$ cat src/rtl/port_command_params.svh
// Offsets, field positions, reset values and opcodes of the command decoder
`ifndef PORT_COMMAND_PARAMS_SVH
`define PORT_COMMAND_PARAMS_SVH

`define PORT_COMMAND_OFFSET      8'h23
`define PORT_COMMAND_RESET       8'h00
`define WAKE_HOST_IF_OP          8'h11
`define PRESENCE_DETECT_OFF_OP   8'h22
`define PRESENCE_DETECT_ON_OP    8'h33
`define SINK_PATH_OFF_OP         8'h44
`define SINK_PATH_ON_OP          8'h55
`define SOURCE_PATH_OFF_OP       8'h66
`define SOURCE_DEFAULT_LEVEL_OP  8'h77
`define SOURCE_HIGH_LEVEL_OP     8'h88
`define SEEK_CONNECTION_OP       8'h99
`define RECEIVE_LAST_PACKET_OP   8'haa
`define HOST_IF_IDLE_OP          8'hff
`define CC_TERM_RP               2'h1
`define CC_TERM_RD               2'h2
`define ERROR_FLAG_BIT           0

`endif

$ cat src/rtl/port_command_pkg.sv
// Types shared by the command decoder
package port_command_pkg;

  // Power path state kept by the decoder
  typedef struct packed {
    logic presence_detect;
    logic sink_on;
    logic source_on;
    logic source_high;
  } power_ctrl_t;

  // One-cycle action pulses toward neighbouring blocks
  typedef struct packed {
    logic wake_host_if;
    logic host_if_idle;
    logic seek_connection;
    logic start_with_rp;
    logic receive_last_packet;
  } action_pulse_t;

  typedef enum logic [1:0] {
    ST_IDLE,
    ST_EXECUTE,
    ST_CLEAR
  } decode_state_t;

endpackage : port_command_pkg

$ cat src/rtl/port_command_decoder.sv
// Command register and opcode decoder of the Type-C port controller
`timescale 1ns/1ps
`default_nettype none
`include "port_command_params.svh"

// Function
// - Command register at 0x23, resets to zero, auto-clears after acting.
// - Wake opcode only pulses host interface wake.
// - Detect-off opcode turns presence detection off.
// - Detect-off while sourcing or sinking is ignored and flags error.
// - Detect-on opcode turns presence detection on.
// - Sink-off opcode turns sink path off, detection untouched.
// - Sink-on opcode turns sink path and detection on.
// - Sink-on while sourcing is ignored and flags error.
// - Source-off opcode turns source path off, detection untouched.
// - Default source opcode sources 5 V, detection on, leaves high level.
// - Default source while sinking is ignored and flags error.
// - High source opcode selects high-voltage path unless rejected.
// - Seek opcode starts dual-role toggling only if dual-role bit set.
// - Toggling starts with Rp for both 01b, Rd for both 10b.
// - Other termination field pairs never start toggling.
// - Last-packet opcode arms receiver stop after next GoodCRC.
// - Idle opcode puts the host interface into idle.
// - High source rejected unless sourcing 5 V, not sinking, capable.
// - Error flag latched until software writes one to its bit.
module port_command_decoder
  import port_command_pkg::*;
(
  input  wire logic                          clock,
  input  wire logic                          sys_rst,
  input  wire logic                          reg_write,
  input  wire logic                          reg_read,
  input  wire logic [7:0]                    reg_addr,
  input  wire logic [7:0]                    reg_wdata,
  input  wire logic                          error_clear_write,
  input  wire logic [7:0]                    error_clear_data,
  input  wire logic                          dual_role_enable_bit,
  input  wire logic [1:0]                    cc1_termination_field,
  input  wire logic [1:0]                    cc2_termination_field,
  input  wire logic                          high_level_capable,
  output logic      [7:0]                    reg_rdata,
  output port_command_pkg::power_ctrl_t      power_ctrl,
  output port_command_pkg::action_pulse_t    action_pulse,
  output logic                               host_command_error_flag
);
  import port_command_pkg::*;

  decode_state_t state_q, state_d;
  logic [7:0]    command_q, command_d;
  power_ctrl_t   power_q, power_d;
  action_pulse_t pulse_q, pulse_d;
  logic          error_q, error_d;
  logic [7:0]    rdata_q, rdata_d;
  logic          reject;
  logic          hit;
  logic          toggle_ok;
  logic          error_wr_clear;

  assign hit = (reg_addr == `PORT_COMMAND_OFFSET);
  // Both fields must agree on one termination
  assign toggle_ok = dual_role_enable_bit &&
                     (cc1_termination_field == cc2_termination_field) &&
                     ((cc1_termination_field == `CC_TERM_RP) ||
                      (cc1_termination_field == `CC_TERM_RD));
  assign error_wr_clear = error_clear_write &&
                          error_clear_data[`ERROR_FLAG_BIT];

  // Rejection conditions per opcode, from present power state
  always_comb
  begin
    reject = 1'b0;
    case (command_q)
      // Refuse while any power path is live
      `PRESENCE_DETECT_OFF_OP: reject = power_q.sink_on || power_q.source_on;
      `SINK_PATH_ON_OP:        reject = power_q.source_on;
      `SOURCE_DEFAULT_LEVEL_OP: reject = power_q.sink_on;
      // High level needs 5 V sourcing, no sink, capability
      `SOURCE_HIGH_LEVEL_OP:   reject = !power_q.source_on ||
                                        power_q.source_high ||
                                        power_q.sink_on ||
                                        !high_level_capable;
      default:                 reject = 1'b0;
    endcase
  end

  // Next-state logic of register, power state, pulses and error flag
  always_comb
  begin
    state_d   = state_q;
    command_d = command_q;
    power_d   = power_q;
    pulse_d   = '0;
    error_d   = error_q;
    rdata_d   = rdata_q;
    if (reg_read)
    begin
      rdata_d = hit ? command_q : 8'h00;
    end
    // Clear by writing one; a same-cycle fault below wins
    if (error_wr_clear)
    begin
      error_d = 1'b0;
    end
    case (state_q)
      ST_IDLE:
      begin
        // Only a write to the command offset loads an opcode
        if (reg_write && hit)
        begin
          command_d = reg_wdata;
          state_d   = ST_EXECUTE;
        end
      end
      ST_EXECUTE:
      begin
        state_d = ST_CLEAR;
        if (reject)
        begin
          // Rejected opcodes only raise the fault
          error_d = 1'b1;
        end
        else
        begin
          case (command_q)
            `WAKE_HOST_IF_OP:        pulse_d.wake_host_if = 1'b1;
            `PRESENCE_DETECT_OFF_OP: power_d.presence_detect = 1'b0;
            `PRESENCE_DETECT_ON_OP:  power_d.presence_detect = 1'b1;
            `SINK_PATH_OFF_OP:       power_d.sink_on = 1'b0;
            `SINK_PATH_ON_OP:
            begin
              power_d.sink_on         = 1'b1;
              power_d.presence_detect = 1'b1;
            end
            // Source off drops high level too
            `SOURCE_PATH_OFF_OP:
            begin
              power_d.source_on   = 1'b0;
              power_d.source_high = 1'b0;
            end
            // 5 V source, detection on, back from high level
            `SOURCE_DEFAULT_LEVEL_OP:
            begin
              power_d.source_on       = 1'b1;
              power_d.source_high     = 1'b0;
              power_d.presence_detect = 1'b1;
            end
            `SOURCE_HIGH_LEVEL_OP:   power_d.source_high = 1'b1;
            // Toggling start gated by dual-role bit
            `SEEK_CONNECTION_OP:
            begin
              pulse_d.seek_connection = toggle_ok;
              pulse_d.start_with_rp   = toggle_ok &&
                (cc1_termination_field == `CC_TERM_RP);
            end
            // Arm receiver stop after next GoodCRC
            `RECEIVE_LAST_PACKET_OP: pulse_d.receive_last_packet = 1'b1;
            `HOST_IF_IDLE_OP:        pulse_d.host_if_idle = 1'b1;
            // Reserved and unassigned values do nothing
            default:                 pulse_d = '0;
          endcase
        end
      end
      ST_CLEAR:
      begin
        command_d = `PORT_COMMAND_RESET;
        state_d   = ST_IDLE;
      end
      default: state_d = ST_IDLE;
    endcase
  end

  // Registers only; everything settles to off after reset
  always_ff @(posedge clock)
  begin
    if (sys_rst)
    begin
      state_q   <= ST_IDLE;
      command_q <= `PORT_COMMAND_RESET;
      power_q   <= '0;
      pulse_q   <= '0;
      error_q   <= 1'b0;
      rdata_q   <= 8'h00;
    end
    else
    begin
      state_q   <= state_d;
      command_q <= command_d;
      power_q   <= power_d;
      pulse_q   <= pulse_d;
      error_q   <= error_d;
      rdata_q   <= rdata_d;
    end
  end

  assign reg_rdata               = rdata_q;
  assign power_ctrl              = power_q;
  assign action_pulse            = pulse_q;
  assign host_command_error_flag = error_q;
endmodule : port_command_decoder
`default_nettype wire

$ cat config.mk
export PLATFORM = sky130hd
export DESIGN_NAME = port_command_decoder
export DESIGN_NICKNAME = d
export VERILOG_FILES = /design/src/rtl/port_command_pkg.sv /design/src/rtl/port_command_decoder.sv
export VERILOG_INCLUDE_DIRS = /design/src /design/src/rtl
export SDC_FILE = /design/constraint.sdc
export NUM_CORES = 1
export LEC_CHECK = 0
export ABC_AREA = 1
export ABC_CLOCK_PERIOD_IN_PS = 1500
export BUFFER_PORTS_ARGS = -buffer_cell sky130_fd_sc_hd__buf_2
export CAP_MARGIN = 20
export CORE_MARGIN = 2
export CORE_UTILIZATION = 48
export CTS_BUF_LIST = sky130_fd_sc_hd__clkbuf_16
export CTS_CLUSTER_SIZE = 20
export DETAILED_ROUTE_END_ITERATION = 16
export HOLD_SLACK_MARGIN = 0.1
export PLACE_DENSITY = 0.76
export SLEW_MARGIN = 0
export SYNTH_ARGS = -nofsm -noshare
export SYNTH_HDL_FRONTEND = slang
export SYNTH_SLANG_ARGS = --single-unit
$ cat constraint.sdc
create_clock -name clock -period 1.5 [get_ports clock]
set_input_delay 0.15 -clock clock [delete_from_list [all_inputs] [get_ports clock]]
set_output_delay 0.15 -clock clock [all_outputs]
set_load 0.03 [all_outputs]
=== Word-level counts from Yosys, hierarchy flattened ===
Cells that the tools add are included.

* Eq/ne operators: 18
* Mux-type cells: 16
* Bitwise gates (word level): 3
* Reduce and logical (&&, ||, !) cells: 27

{| class="wikitable"
|+ Operator list
! kind !! count
|-
| $eq 8x7->1 const B || 4
|-
| $eq 8x8->1 const B || 4
|-
| $eq 8x6->1 const B || 3
|-
| $mux 8 || 2
|-
| $pmux 8 s2 || 1
|-
| $reduce_and 3->1 || 4
|-
| $reduce_bool 2->1 || 5
|-
| $eq 8x5->1 const B || 1
|-
| $pmux 1 s2 || 4
|-
| $mux 1 || 6
|-
| $reduce_or 3->1 || 2
|-
| $logic_and 1x1->1 || 5
|-
| $logic_or 1x1->1 || 5
|-
| $eq 2x1->1 const B || 2
|-
| $eq 2x2->1 const B || 2
|-
| $pmux 1 s4 || 1
|-
| $pmux 2 s2 || 1
|-
| $reduce_or 4->1 || 1
|-
| $not 1->1 || 3
|-
| $eq 2x2->1 || 1
|-
| $logic_not 1->1 || 2
|-
| $logic_not 2->1 || 1
|-
| $mux 2 || 1
|-
| $ne 2x2->1 const B || 1
|-
| 2 further kinds || 2
|}

* Register bits after elaboration: 28
* Input bits: 35
* Output and inout port bits: 18
* Word-level logic and storage cells: 77

=== Logic depth before layout (Yosys ltp) ===
* Depth after elaboration: 7
* Mapped depth: 9
* Depth with buffers taken out: 9

=== Least setup slack after synthesis ===
No wires, ideal clock.

* Path type: register to register
* From: register power_q (netlist bit power_ctrl[1])
* To: register power_q (netlist bit power_ctrl[2])
* Setup time: 0.119 ns
* Arrival time: 1.280 ns
* Slack: 0.100 ns
* Stages on the path, launching flop included: 10
* Clock period less this slack: 1.400 ns
* Cells stage by stage: dfxtp_1 -> nand2_1 -> inv_1 -> nand2_1 -> nand3_1 -> nand2_2 -> nor2_8 -> nand2_1 -> o21bai_1 -> o21ai_1

* Cells in the longest elaborated chain, start to end: 7
* Elaborated cells on any way between the ends: 8

{| class="wikitable"
|+ RTL lines
! element !! RTL line !! RTL
|-
| from (decl) || port_command_decoder.sv:50 || <nowiki>power_ctrl_t power_q, power_d;</nowiki>
|-
| from (signal assigned) || port_command_decoder.sv:188 || <nowiki>power_q <= power_d;</nowiki>
|-
| $logic_not 1->1 || port_command_decoder.sv:78 || <nowiki>`SOURCE_HIGH_LEVEL_OP: reject = !power_q.source_on ||</nowiki>
|-
| $logic_or 1x1->1 || port_command_decoder.sv:78 ||
|-
| $logic_or 1x1->1 || port_command_decoder.sv:79 || <nowiki>power_q.source_high ||</nowiki>
|-
| $logic_or 1x1->1 || port_command_decoder.sv:80 || <nowiki>power_q.sink_on ||</nowiki>
|-
| $pmux 1 s4 * || port_command_decoder.sv:72 || <nowiki>case (command_q)</nowiki>
|-
| $not 1->1 (no source line) * || n/a ||
|-
| $reduce_and 3->1 (no source line) * || n/a ||
|}

Every way passes the cells marked *; elsewhere a longest branch is shown, timed or not.
A chain may end at the register's enable or synchronous reset.

=== Worst setup path after layout ===
* From: register command_q[1]
* To: register power_q (netlist bit power_ctrl[2])

* Cells in the longest elaborated chain, start to end: 4
* Elaborated cells on any way between the ends: 10

{| class="wikitable"
|+ RTL lines
! element !! RTL line !! RTL
|-
| from (decl) || port_command_decoder.sv:49 || <nowiki>logic [7:0] command_q, command_d;</nowiki>
|-
| from (signal assigned) || port_command_decoder.sv:178 || <nowiki>command_q <= `PORT_COMMAND_RESET;</nowiki>
|-
| from (signal assigned) || port_command_decoder.sv:187 || <nowiki>command_q <= command_d;</nowiki>
|-
| $eq 8x8->1, or another cell as far along || port_command_decoder.sv:72 ||
|-
| $pmux 1 s4 || port_command_decoder.sv:72 ||
|-
| $not 1->1 (no source line) || n/a ||
|-
| $reduce_and 3->1 (no source line) || n/a ||
|}

Several ways; a longest one is shown, not always the timed one.

==> impl_metrics.toml <==
[drt]
num_vias = 1345
vias_per_cell = 5.13
first_iter_violations = 48
routed_wl_mm = 3.00
avgRoutedWirePerCell_um = 11.5
drc_errors = 0
postRouteAntennaNets = 0
first_pass_iters = 4

[critical_path]
worstSetupPathType = "flop to flop"
startpoint_type = "flop"
critPathMaxFanout = 7
cp_data_required_time_ps = 1650
end_kind = "flop"
arrival_ps = 1560
cp_cell_sequence = "inv_1, nand2_4, nor2_2, nand3_1, nand2_2, nor2_8, nand2_1, o21bai_1, o21ai_1"
critPathSlowestCell = "dfxtp_1"
cp_slowest_stage_delay_ps = 370

[yosys]
netlist_area_sq_mm = 0.00141
synth_area_leaders = "dfxtp_1, nand2_1, nand3_1, inv_1, nor4_2"
syn_inst = 183
synth_top_area_cell = "dfxtp_1"
synth.most_common_cell = "nand2_1"
synthArstFlopShare_pct = 0
yosysWarningCount = 0
yosys_most_used_dff = "dfxtp_1"
seq_area_frac_synth_pct = 39.6
synth_nets = 220
ys_top_cells_by_count = "nand2_1, dfxtp_1, nand3_1"
synth-edff-count = 0
yosysTopAreaCellShare_pct = 39.6
synthDistinctLibCells = 31
synth-seq-cells = 28
avgSynthCellArea_sq_um = 7.73

[clock_tree]
clk_latency_ps = 260
ctsRootBufferMaster = "clkbuf_16"
clockBufferDepth = 2
htree_levels = 1
cts_hold_buf = 0
path_clk_slew_ps = 70
cts_tree = "done"
cts_buffers = 3
numClockSinks = 28

[die]
die_y_um = 58.3
pin_count = 53
coreArea_sq_mm = 0.00278
dieArea_sq_mm = 0.00340
die_x_um = 58.3
row_count = 19
start_util_pct = 50.8

[final_layout]
area_delta_synth_final_pct = 25.9
finish.utilization_pct = 64.0
antenna_cells = 0
final_net_count = 269
drive_above_1_share_pct = 37.2

[pwr]
pwr-share-comb_pct = 7.1
leakage_nw = 0.825
clockPowerShare_pct = 47.2
p_sw_uw = 327
power.share.sequential_pct = 45.7
power_density_mw_per_mm2 = 932
ir_drop_mv = 0.674
p_sw_share_pct = 19.7
p_int_mw = 1.33

[placed_design]
place_ws_ps = 136
dp_hpwl_mm = 2.29
portBuffers = 45
place_congestion = 0.824

[sta]
fin_worst_skew_ps = 2.36
worst_slew_pin_slew_ps = 273
fin_crit_sh_pct = 93.5
hold_viol = 0
rsz0062_at_grt = "false"
max_clock_freq_mhz = 713
period_needed_ps = 1400
setup_tns_ps = 0
relSlewSlack_pct = 81.7
setup_viol = 0
final_max_slew_viol_count = 0
setup_ws_ps = 97.5

[global_route]
antenna_found_initial = 0
gr-usage-met2_pct = 34.7
grt_use_total_pct = 19.4
grt_max_degree = 17
grt.met1_usage_pct = 23.1
use_met3_pct = 3.13
grt_pass1_wl_mm = 5.17
grt_remaining_overflow = 0
busiest_layer = "met2"
grt_pass1_vias = 1255

[run_status]
outcome = "finished, final reports clean"

[worst_hold_path]
hp-class = "input pin to flop"

[job]
maxCapViolCount = 0
-- timing repair --
action | in CTS | in global routing
hold endpoints to repair | 0 | 0
buffers inserted | 0 | 0
setup endpoints to repair | 0 | 1
resized for setup | 0 | 1
-- power groups by stage --
stage | clock network [mW] | registers [mW] | logic, mW
2_1_floorplan | 0 | 0.796 | 0.0411
3_3_place_gp | 0 | 0.775 | 0.115
3_5_place_dp | 0 | 0.775 | 0.118
4_1_cts | 0.790 | 0.758 | 0.119
5_1_grt | 0.823 | 0.759 | 0.130
6_report | 0.783 | 0.758 | 0.117
-- logic make-up (layout without fill, tap and decap cells) --
family	Yosys count	after routing	share of synthesized area, %
and+or+nand+nor	103	103	40.6
adders and majority gates	2	2	1.77
AOI/OAI and AO/OA	26	26	11.1
buffers and inverters	24	72	6.90
DFF	28	28	39.6
-- area by class of cell --
class | count | area [sq um]
Tap cell | 31 | 38.8
Clock inverter | 1 | 30.0
Sequential cell | 28 | 562
Fill cell | 244 | 1000
Clock buffer | 3 | 75.1
Inverter | 21 | 78.8
Timing Repair Buffer | 47 | 240
Multi-Input combinational cell | 131 | 756
-- state kept, by name, summed over array words and instances (netlist names) --
signal	flops
action_pulse	5
command_q	8
host_command_error_flag	1
reg_rdata	8
state_q	2
power_ctrl	4
-- per-stage QoR --
step	instance area [sq um]	total power [mW]	hold WS, ps	instances
6_report	1780	1.66	106	262
4_1_cts	1780	1.67	107	262
5_1_grt	1780	1.71	115	262
3_3_place_gp	1670	0.890	379	258
3_5_place_dp	1670	0.893	377	258
2_1_floorplan	1410	0.837	288	183
-- placed cells by master (no fill, tap or decap), types with 3 or more instances in the layout --
master / count
a21oi_1: 9
buf_2: 45
clkbuf_16: 3
dfxtp_1: 27
inv_1: 14
inv_2: 7
nand2_1: 37
nand2_2: 4
nand2_4: 3
nand3_1: 23
nor2_1: 13
nor2_2: 6
nor3_1: 4
nor4_2: 4
o21ai_0: 8
-- worst max-delay path: cells and delay by family, from the launching register on --
kind | cells | cell delay (ps)
DFF | 1 | 370
buffers and inverters | 1 | 100
and+or+nand+nor | 6 | 610
AOI/OAI and AO/OA | 2 | 200
-- path summary, 6_finish.rpt --
kind	start	to	slack, ps	depth (start not counted)
max	command_q[1]	power_ctrl[2]	100	9
min	reg_wdata[2]	command_q[2]	110	3
max reg2reg	command_q[1]	power_ctrl[2]	100	9
min reg2reg	state_q[0]	state_q[0]	460	1
-- routing by layer --
layer	routed length, um	vias to the layer above
met5	0	-
met1	1340	588
met3	176	4
li1	-	704
met4	24	0
met2	1460	49
Power figures use the tool's default switching activity.
